$ cat src/verilog/open_load_pkg.sv
// constants for the open-load status register pair
// assumes the serial front end hands over a 5-bit register address field
`default_nettype none
package open_load_pkg;
   localparam int unsigned   REG_W             = 8;
   localparam int unsigned   ADDR_W            = 5;
   localparam int unsigned   BRIDGES_PER_REG   = 4;
   localparam int unsigned   SYNC_STAGES       = 2;
   // address field patterns (3-bit group, 2-bit index)
   localparam logic [4:0]    ADDR_BRIDGES_1_TO_4 = 5'h09;
   localparam logic [4:0]    ADDR_BRIDGES_5_TO_8 = 5'h11;
   // bit position of each switch within its bridge pair
   localparam int unsigned   HIGH_SIDE_POS     = 1;
   localparam int unsigned   LOW_SIDE_POS      = 0;
   localparam logic [7:0]    FLAGS_RESET       = 8'h00;
endpackage
`default_nettype wire

$ cat src/verilog/open_load_flag_bank.sv
// a row of sticky fault flags with clear-on-read
// assumes set and clear come from logic on the same clock
`timescale 1ns/1ps
`default_nettype none
module open_load_flag_bank #(
   parameter int unsigned WIDTH = 8
) (
   input  wire logic             clk,
   input  wire logic             nrst,
   input  wire logic [WIDTH-1:0] set_in,
   input  wire logic             clr_in,
   output logic      [WIDTH-1:0] flags
);
   logic [WIDTH-1:0] flags_r;
   logic [WIDTH-1:0] flags_nxt;

   // a new event beats a clearing read
   assign flags_nxt = (clr_in ? {WIDTH{1'b0}} : flags_r) | set_in;
   assign flags     = flags_r;

   always_ff @(posedge clk or negedge nrst) begin
      if (!nrst) begin
         flags_r <= {WIDTH{1'b0}};
      end else begin
         flags_r <= flags_nxt;
      end
   end
endmodule // open_load_flag_bank
`default_nettype wire

$ cat src/verilog/open_load_status_regs.sv
// open-load status registers for eight half bridges, read-clear
// assumes detector levels are asynchronous; read requests come on clk
// assumes the serial front end turns each frame into rd_req and rd_addr
`timescale 1ns/1ps
`default_nettype none
module open_load_status_regs #(
   parameter int unsigned BRIDGES = 8
) (
   input  wire logic                             clk,
   input  wire logic                             nrst,
   input  wire logic [BRIDGES-1:0]               open_high_det,
   input  wire logic [BRIDGES-1:0]               open_low_det,
   input  wire logic                             rd_req,
   input  wire logic [open_load_pkg::ADDR_W-1:0] rd_addr,
   output logic      [open_load_pkg::REG_W-1:0]  rd_data_r,
   output logic                                  rd_valid_r,
   output logic                                  rd_miss_r
);
   import open_load_pkg::*;

   // bit of one switch inside its register
   function automatic int unsigned pair_bit(input int unsigned bridge_idx,
                                            input int unsigned side_pos);
      return 2*bridge_idx + side_pos;
   endfunction

   // interleave high/low flags, highest bridge at the top
   function automatic logic [REG_W-1:0] pack_pairs(input logic [BRIDGES_PER_REG-1:0] hi,
                                                   input logic [BRIDGES_PER_REG-1:0] lo);
      logic [REG_W-1:0] v;
      v = FLAGS_RESET;
      for (int i = 0; i < BRIDGES_PER_REG; i++) begin
         v[pair_bit(i, HIGH_SIDE_POS)] = hi[i];
         v[pair_bit(i, LOW_SIDE_POS)]  = lo[i];
      end
      return v;
   endfunction

   // a read aimed at one register
   function automatic logic addr_match(input logic              req,
                                       input logic [ADDR_W-1:0] addr,
                                       input logic [ADDR_W-1:0] target);
      return req && (addr == target);
   endfunction

   // two-stage synchronisers for the detector levels
   logic [BRIDGES-1:0] high_meta_r;
   logic [BRIDGES-1:0] high_sync_r;
   logic [BRIDGES-1:0] low_meta_r;
   logic [BRIDGES-1:0] low_sync_r;

   always_ff @(posedge clk or negedge nrst) begin
      if (!nrst) begin
         high_meta_r <= '0;
      end else begin
         high_meta_r <= open_high_det;
      end
   end

   always_ff @(posedge clk or negedge nrst) begin
      if (!nrst) begin
         high_sync_r <= '0;
      end else begin
         high_sync_r <= high_meta_r;
      end
   end

   always_ff @(posedge clk or negedge nrst) begin
      if (!nrst) begin
         low_meta_r <= '0;
      end else begin
         low_meta_r <= open_low_det;
      end
   end

   always_ff @(posedge clk or negedge nrst) begin
      if (!nrst) begin
         low_sync_r <= '0;
      end else begin
         low_sync_r <= low_meta_r;
      end
   end

   wire logic [REG_W-1:0] set_lower;
   wire logic [REG_W-1:0] set_upper;
   wire logic [REG_W-1:0] flags_lower;
   wire logic [REG_W-1:0] flags_upper;

   assign set_lower = pack_pairs(high_sync_r[BRIDGES_PER_REG-1:0], low_sync_r[BRIDGES_PER_REG-1:0]);
   assign set_upper = pack_pairs(high_sync_r[2*BRIDGES_PER_REG-1:BRIDGES_PER_REG],
                                 low_sync_r[2*BRIDGES_PER_REG-1:BRIDGES_PER_REG]);

   // address decode
   wire logic hit_lower;
   wire logic hit_upper;
   wire logic hit_any;

   assign hit_lower = addr_match(rd_req, rd_addr, ADDR_BRIDGES_1_TO_4);
   assign hit_upper = addr_match(rd_req, rd_addr, ADDR_BRIDGES_5_TO_8);
   assign hit_any   = hit_lower || hit_upper;

   // sticky flag rows, one per register
   open_load_flag_bank #(
      .WIDTH (REG_W)
   ) u_lower (
      .clk    (clk),
      .nrst   (nrst),
      .set_in (set_lower),
      .clr_in (hit_lower),
      .flags  (flags_lower)
   );

   open_load_flag_bank #(
      .WIDTH (REG_W)
   ) u_upper (
      .clk    (clk),
      .nrst   (nrst),
      .set_in (set_upper),
      .clr_in (hit_upper),
      .flags  (flags_upper)
   );

   // latched flag of each switch, by name
   wire logic bridge1_high_open_flag;
   wire logic bridge1_low_open_flag;
   wire logic bridge2_high_open_flag;
   wire logic bridge2_low_open_flag;
   wire logic bridge3_high_open_flag;
   wire logic bridge3_low_open_flag;
   wire logic bridge4_high_open_flag;
   wire logic bridge4_low_open_flag;

   wire logic bridge5_high_open_flag;
   wire logic bridge5_low_open_flag;
   wire logic bridge6_high_open_flag;
   wire logic bridge6_low_open_flag;
   wire logic bridge7_high_open_flag;
   wire logic bridge7_low_open_flag;
   wire logic bridge8_high_open_flag;
   wire logic bridge8_low_open_flag;

   assign bridge1_high_open_flag = flags_lower[pair_bit(0, HIGH_SIDE_POS)];
   assign bridge1_low_open_flag  = flags_lower[pair_bit(0, LOW_SIDE_POS)];

   assign bridge2_high_open_flag = flags_lower[pair_bit(1, HIGH_SIDE_POS)];
   assign bridge2_low_open_flag  = flags_lower[pair_bit(1, LOW_SIDE_POS)];

   assign bridge3_high_open_flag = flags_lower[pair_bit(2, HIGH_SIDE_POS)];
   assign bridge3_low_open_flag  = flags_lower[pair_bit(2, LOW_SIDE_POS)];

   assign bridge4_high_open_flag = flags_lower[pair_bit(3, HIGH_SIDE_POS)];
   assign bridge4_low_open_flag  = flags_lower[pair_bit(3, LOW_SIDE_POS)];

   assign bridge5_high_open_flag = flags_upper[pair_bit(0, HIGH_SIDE_POS)];
   assign bridge5_low_open_flag  = flags_upper[pair_bit(0, LOW_SIDE_POS)];

   assign bridge6_high_open_flag = flags_upper[pair_bit(1, HIGH_SIDE_POS)];
   assign bridge6_low_open_flag  = flags_upper[pair_bit(1, LOW_SIDE_POS)];

   assign bridge7_high_open_flag = flags_upper[pair_bit(2, HIGH_SIDE_POS)];
   assign bridge7_low_open_flag  = flags_upper[pair_bit(2, LOW_SIDE_POS)];

   assign bridge8_high_open_flag = flags_upper[pair_bit(3, HIGH_SIDE_POS)];
   assign bridge8_low_open_flag  = flags_upper[pair_bit(3, LOW_SIDE_POS)];

   // register images, highest bridge first
   wire logic [REG_W-1:0] open_load_flags_bridges_1_to_4;
   wire logic [REG_W-1:0] open_load_flags_bridges_5_to_8;

   assign open_load_flags_bridges_1_to_4 = {bridge4_high_open_flag, bridge4_low_open_flag,
                                            bridge3_high_open_flag, bridge3_low_open_flag,
                                            bridge2_high_open_flag, bridge2_low_open_flag,
                                            bridge1_high_open_flag, bridge1_low_open_flag};

   assign open_load_flags_bridges_5_to_8 = {bridge8_high_open_flag, bridge8_low_open_flag,
                                            bridge7_high_open_flag, bridge7_low_open_flag,
                                            bridge6_high_open_flag, bridge6_low_open_flag,
                                            bridge5_high_open_flag, bridge5_low_open_flag};

   wire logic [REG_W-1:0] rd_data_nxt;
   wire logic             rd_valid_nxt;
   wire logic             rd_miss_nxt;

   assign rd_data_nxt  = hit_lower ? open_load_flags_bridges_1_to_4 :
                         hit_upper ? open_load_flags_bridges_5_to_8 : FLAGS_RESET;
   assign rd_valid_nxt = rd_req;
   assign rd_miss_nxt  = rd_req && !hit_any;

   // read answer: value before the clear
   always_ff @(posedge clk or negedge nrst) begin
      if (!nrst) begin
         rd_data_r <= FLAGS_RESET;
      end else begin
         rd_data_r <= rd_data_nxt;
      end
   end

   always_ff @(posedge clk or negedge nrst) begin
      if (!nrst) begin
         rd_valid_r <= 1'b0;
      end else begin
         rd_valid_r <= rd_valid_nxt;
      end
   end

   always_ff @(posedge clk or negedge nrst) begin
      if (!nrst) begin
         rd_miss_r <= 1'b0;
      end else begin
         rd_miss_r <= rd_miss_nxt;
      end
   end
endmodule // open_load_status_regs
`default_nettype wire

$ cat config.mk
export PLATFORM = sky130hd
export DESIGN_NAME = open_load_status_regs
export DESIGN_NICKNAME = d
export VERILOG_FILES = /design/src/verilog/open_load_pkg.sv /design/src/verilog/open_load_flag_bank.sv /design/src/verilog/open_load_status_regs.sv
export SDC_FILE = /design/constraint.sdc
export NUM_CORES = 1
export LEC_CHECK = 0
export ABC_AREA = 1
export BUFFER_PORTS_ARGS = -buffer_cell sky130_fd_sc_hd__buf_4
export CORE_ASPECT_RATIO = 2
export CORE_MARGIN = 1.5
export CORE_UTILIZATION = 60
export CTS_BUF_LIST = sky130_fd_sc_hd__clkbuf_8
export CTS_CLUSTER_DIAMETER = 120
export DETAILED_ROUTE_END_ITERATION = 7
export GPL_ROUTABILITY_DRIVEN = 0
export PLACE_DENSITY_LB_ADDON = 0.1
export RECOVER_POWER = 50
export SLEW_MARGIN = 20
export SYNTH_ARGS = -nofsm -noshare
export SYNTH_HDL_FRONTEND = slang
export SYNTH_SLANG_ARGS = --single-unit
$ cat constraint.sdc
create_clock -name clk -period 1.7 [get_ports clk]
set_input_delay 0.17 -clock clk [delete_from_list [all_inputs] [get_ports clk]]
set_output_delay 0.17 -clock clk [all_outputs]
set_load 0.03 [all_outputs]
After elaboration in Yosys (flattened, before gate mapping)
Index checks and enable logic that the tools add are counted.

storage, ports and cells
  word-level logic and storage cells = 22
  memories kept = 0
  bits in writable memories = 0
  ROM bits = 0
  bits in latches = 0
  output and inout bits = 10
  input port bits = 24
  register bits = 58

cells by class
  div/mod/pow operators = 0
  multiply operators = 0
  bitwise operators = 2
  muxes and demuxes = 4
  magnitude comparators = 0
  shift operators = 0
  eq/ne operators = 2
  add/subtract/negate cells = 0
  reduce and logical (&&, ||, !) cells = 5

operators by type and width
  kind                number
  $mux 8              4
  $or 8x8->8          2
  $eq 5x4->1 const B  1
  $eq 5x5->1 const B  1
  $logic_and 1x1->1   3
  $logic_not 1->1     1
  $logic_or 1x1->1    1

Logic depth before layout (Yosys ltp)
  word-level depth = 5
  gate-level depth with buffers = 5
  gate-level depth less buffers = 5

Modules after synthesis
Synthesis repeated with hierarchy kept, for this count alone.

unflattened totals
  cell total of the unflattened synthesis = 151
  area, all modules = 1859.3 um2

modules (own cells, without submodules)
  module                 cells an instance  times used  area each (um2)  seq. area each (um2)
  open_load_status_regs  85                 1           1271.2           1051.0
  open_load_flag_bank    33                 2           294.0            200.2

Worst setup path after synthesis
No wires, ideal clock.

  path type = input port to flip-flop
  from = in rd_addr[0] (netlist name)
  to = reg u_upper.flags_r[0], in the netlist u_upper.flags[0]
  path slack = 0.949 ns
  required time = 1.583 ns
  data arrival time = 0.635 ns
  library setup time = 0.117 ns
  buffers on the path = 0
  cell stages on the path = 5
  path through = inv_1 nor2_2 nand3b_4 nand2_1 nand2_1

between the ends
  cells in the longest elaborated chain, start to end = 4

ends and longest elaborated chain
  element                   line                         RTL
  start, declared           open_load_status_regs.sv:14  input wire logic [open_load_pkg::ADDR_W-1:0] rd_addr,
  $eq 5x5->1                open_load_status_regs.sv:43  return req && (addr == target);
  $logic_and 1x1->1         open_load_status_regs.sv:43
  $mux 8                    open_load_flag_bank.sv:18    assign flags_nxt = (clr_in ? {WIDTH{1'b0}} : flags_r) | set_in;
  $or 8x8->8                open_load_flag_bank.sv:18
  net u_upper.flags_nxt[0]  open_load_flag_bank.sv:15    logic [WIDTH-1:0] flags_nxt;
  end signal, assigned      open_load_flag_bank.sv:23    flags_r <= {WIDTH{1'b0}};
  end signal, assigned      open_load_flag_bank.sv:25    flags_r <= flags_nxt;
  end, declared             open_load_flag_bank.sv:14    logic [WIDTH-1:0] flags_r;

The timed path passes the listed nets, and every way through them passes these cells.

Worst setup path after layout
  from = in rd_req
  to = reg rd_data_r[3] (netlist name)

between the ends
  cells in the longest elaborated chain, start to end = 3
  elaborated cells on any way between the ends = 4
  classes of those cells = 2 x mux; 2 x reduce/logical

ends and longest elaborated chain
  element               line                          RTL
  start, declared       open_load_status_regs.sv:13   input wire logic rd_req,
  $logic_and 1x1->1     open_load_status_regs.sv:43
  $mux 8                open_load_status_regs.sv:185  hit_upper ? open_load_flags_bridges_5_to_8 : FLAGS_RESET;
  $mux 8 (*)            open_load_status_regs.sv:184  assign rd_data_nxt = hit_lower ? open_load_flags_bridges_1_to_4 :
  net rd_data_nxt[3]    open_load_status_regs.sv:180  wire logic [REG_W-1:0] rd_data_nxt;
  end signal, assigned  open_load_status_regs.sv:194  rd_data_r <= rd_data_nxt;
  end, declared         open_load_status_regs.sv:15   output logic [open_load_pkg::REG_W-1:0] rd_data_r,

The timed path passes the listed nets; every way through them passes the cells marked *.

==> summary.md <==
| Metric | Value |
|---|---|
| Status | complete, no violations |
| Number of standard-cell rows in the floorplan | 28 |
| Effective utilization at floorplan | 63.1% |
| Global-route wire length before repair | 6.05 mm |
| Category of cells accounting for the largest share of critical-path delay | simple AND/OR/NAND/NOR gates |
| Launching element type of the critical path | input port |
| MaxCap Viol Count | 0 |
| Max Freq | a little under 800 MHz |
| Die boundary width | approximately 43 um |
| Critical Path AT | roughly 1500 ps |
| Fill cell count | roughly 160 |
| Measured slew at the worst slew-check pin | about 670 ps |
| Port bufs | 33 |
| Mean area per synthesized cell | around 12 um^2 |
| Setup repair after global routing missed its margin | false |
| Net count of the mapped netlist | approximately 180 |
| Depth of the worst register-to-register path | 2 |
| Post-synthesis cell count | approximately 150 |
| Clock edge transition at the registers on the reported setup and hold paths | 60 ps |
| Setup total negative slack | 0 ps |
| CTS tree | done |
| Clk_lat worst skew | 320 ps |
| Number of synthesized register bits | between 50 and 60 |
| Via count | 1264 |
| Req. time, crit path | roughly 2000 ps |
| Final max-slew violation count | 0 |
| Time the final worst path needs with I/O delays and setup | 1290 ps |
| Final nets | ~240 |
| H-Tree Level Count | 3 |
| Fraction of the cycle the final worst path needs | around three quarters |
| Initial DRT Pass Iterations | 4 |
| Post-CTS Setup Bufs | 0 |
| Synthesis Warnings | 0 |
| Average wire length per cell after detail routing | roughly 15 um |
| Via count of the first global-routing pass | around 1300 |
| Total chip power | about 2.6 mW |
| Core region area | roughly 3000 um^2 |
| Hold Vio Cnt, Final | 0 |
| HP Class | in -> reg |
| Fraction of layout cells with a size suffix above 1 | 24.1% |
| Slowest cell on the critical path | sky130_fd_sc_hd__dlygate4sd3_1 |
| Delay contributed by the slowest stage of the critical path | between 500 and 600 ps |
| WL final | around 3.6 mm |
| Antenna fix cells | 0 |
| Area growth from synthesis to layout | 33.2% |
| Sum of buffers and inverters on the critical path | 2 |
| Clock root buffer master | sky130_fd_sc_hd__clkbuf_8 |
| Sum of overflow across all layers after global routing | 0 |
| Leakage power | 1.33 nW |
| Chip height | approximately 82 um |
| DP Wirelength | approximately 2.3 mm |
| Number of buffers on the longest clock path | 2 |
| Drt initial violations | 30 |
| All-Layer GR Usage | between 20% and 30% |
| Clk_skew | 6.59 ps |
| Number of unique standard cell types used by synthesis | 10 |
| Die outline area | between 3000 and 4000 um^2 |
| Worst path depth | 6 |
| Ratio of total power to cell area | 1060 nW/um^2 |
| Antenna violations before repair | 0 |
| Crit Path Class | in -> reg |
| Count of endpoints failing setup in the final report | 0 |
| TritonCTS Sinks | 58 |
| Top cell by count, worst path | sky130_fd_sc_hd__nand2_1 |
| Crit path capture type | register |
| Syn Std Cell Area | 1880 um^2 |
| Top Ports | 34 |
| Antenna viol nets, final | 0 |
| Hold path depth | 4 |
| Sequential share of the synthesized area | approximately 77% |
| Relative slew slack | 55.4% |
| Number of buffers inserted during clock tree synthesis | 9 |
| Largest vdd supply drop | 905 uV |
| Cell breakdown of the critical path | dlygate4sd3_1, buf_4, nand2_1, nor2_2, nand3_1, nand2_1 |
| Total DRC errors in the routed layout | 0 |
| Largest fanout on the critical path | 8 |
| Maximum number of pins on one net before global-route repair | ~60 |
| Vias/cell | between 5 and 6 |
layout by cell type (no fill, tap or decap):
cell,n
sky130_fd_sc_hd__inv_1,22
sky130_fd_sc_hd__clkbuf_4,16
sky130_fd_sc_hd__nand2_1,45
sky130_fd_sc_hd__nand3b_4,1
sky130_fd_sc_hd__nor2_1,3
sky130_fd_sc_hd__nand3_4,1
sky130_fd_sc_hd__dfrtp_1,58
sky130_fd_sc_hd__clkbuf_8,11
sky130_fd_sc_hd__nand3_1,18
sky130_fd_sc_hd__inv_2,1
sky130_fd_sc_hd__nor2_4,2
sky130_fd_sc_hd__dlygate4sd3_1,18
sky130_fd_sc_hd__nor2_2,3
sky130_fd_sc_hd__buf_4,17
cell type report:
cell class                      count  area (um^2)  share of cell area, %
Tap cell                           30         37.5                   1.50
Clock inverter                      2         7.51                  0.300
Multi-Input combinational cell     73          349                   13.9
Timing Repair Buffer               51          428                   17.1
Inverter                           21         78.8                   3.15
Sequential cell                    58         1450                   58.0
Clock buffer                       11          151                   6.05
cells by family after synthesis:
| kind of cell | Yosys count | synth area share (%) |
|---|---|---|
| buffers and inverters | 21 | 4.19 |
| flip-flops | 58 | 77.2 |
| AND/OR/NAND/NOR | 73 | 18.6 |
flip-flops by register name, summed over array words and instances (netlist names):
register       flops
u_upper.flags      8
low_sync_r         8
low_meta_r         8
high_sync_r        8
high_meta_r        8
rd_data_r          8
u_lower.flags      8
rd_miss_r          1
rd_valid_r         1
path summary, 6_finish.rpt:
check	startpoint	endpoint	slack [ps]
max	rd_req	rd_data_r[3]$_DFF_PN0_	410
max in group asynchronous	nrst	high_meta_r[5]$_DFF_PN0_	820
max reg2reg	u_upper.flags[3]$_DFF_PN0_	rd_data_r[3]$_DFF_PN0_	970
min	rd_addr[4]	rd_miss_r$_DFF_PN0_	170
min reg2reg	high_meta_r[0]$_DFF_PN0_	high_sync_r[0]$_DFF_PN0_	340
min in group asynchronous	nrst	u_lower.flags[6]$_DFF_PN0_	430
synthesized netlist by cell type:
| cell type | n | area share (%) |
|---|---|---|
| sky130_fd_sc_hd__nor2_1 | 3 | 0.60 |
| sky130_fd_sc_hd__nand2_1 | 45 | 9.0 |
| sky130_fd_sc_hd__nor2_4 | 2 | 1.2 |
| sky130_fd_sc_hd__inv_2 | 1 | 0.20 |
| sky130_fd_sc_hd__nand3_1 | 18 | 4.8 |
| sky130_fd_sc_hd__inv_1 | 20 | 4.0 |
| sky130_fd_sc_hd__nor2_2 | 3 | 1.0 |
| sky130_fd_sc_hd__nand3_4 | 1 | 0.93 |
| sky130_fd_sc_hd__dfrtp_1 | 58 | 77 |
| sky130_fd_sc_hd__nand3b_4 | 1 | 1.1 |
power breakdown:
group          leakage [nW]  switching (mW)  total, mW  internal, mW
Clock                0.0897           0.450       1.02         0.572
Sequential            0.649          0.0161       1.45          1.43
Combinational         0.590          0.0939      0.175        0.0810
Total                  1.33           0.560       2.64          2.08
repair_timing:
item,4_1_cts,5_1_grt
endpoints found under the hold margin,75,0
gates resized for setup,0,0
hold buffers,18,0
tightest hold or removal path: cells and delay by family:
family | cells | cell delay (ps)
buffers and inverters | 1 | 100
AND/OR/NAND/NOR | 3 | 190
metal layers:
layer  wire (um)  global-route usage (%)  up-vias
li1            -                       -      583
met5           0                       0        -
met3         170                    8.70       15
met1        1270                    28.1      618
met2        1990                    41.2       48
met4         150                    16.6        0
metrics by stage:
stage | hold slack (ps) | util, % | instances | setup slack [ps] | instance area, um^2
6_report | 174 | 84.1 | 246 | 414 | 2500
5_1_grt | 194 | 84.1 | 246 | 380 | 2500
3_5_place_dp | 251 | 72.7 | 215 | 682 | 2160
2_1_floorplan | -126 | - | 152 | 949 | 1880
3_3_place_gp | 234 | 72.7 | 215 | 739 | 2160
4_1_cts | 151 | 84.1 | 246 | 493 | 2500
Note: power is estimated with default switching activity, not from simulation.
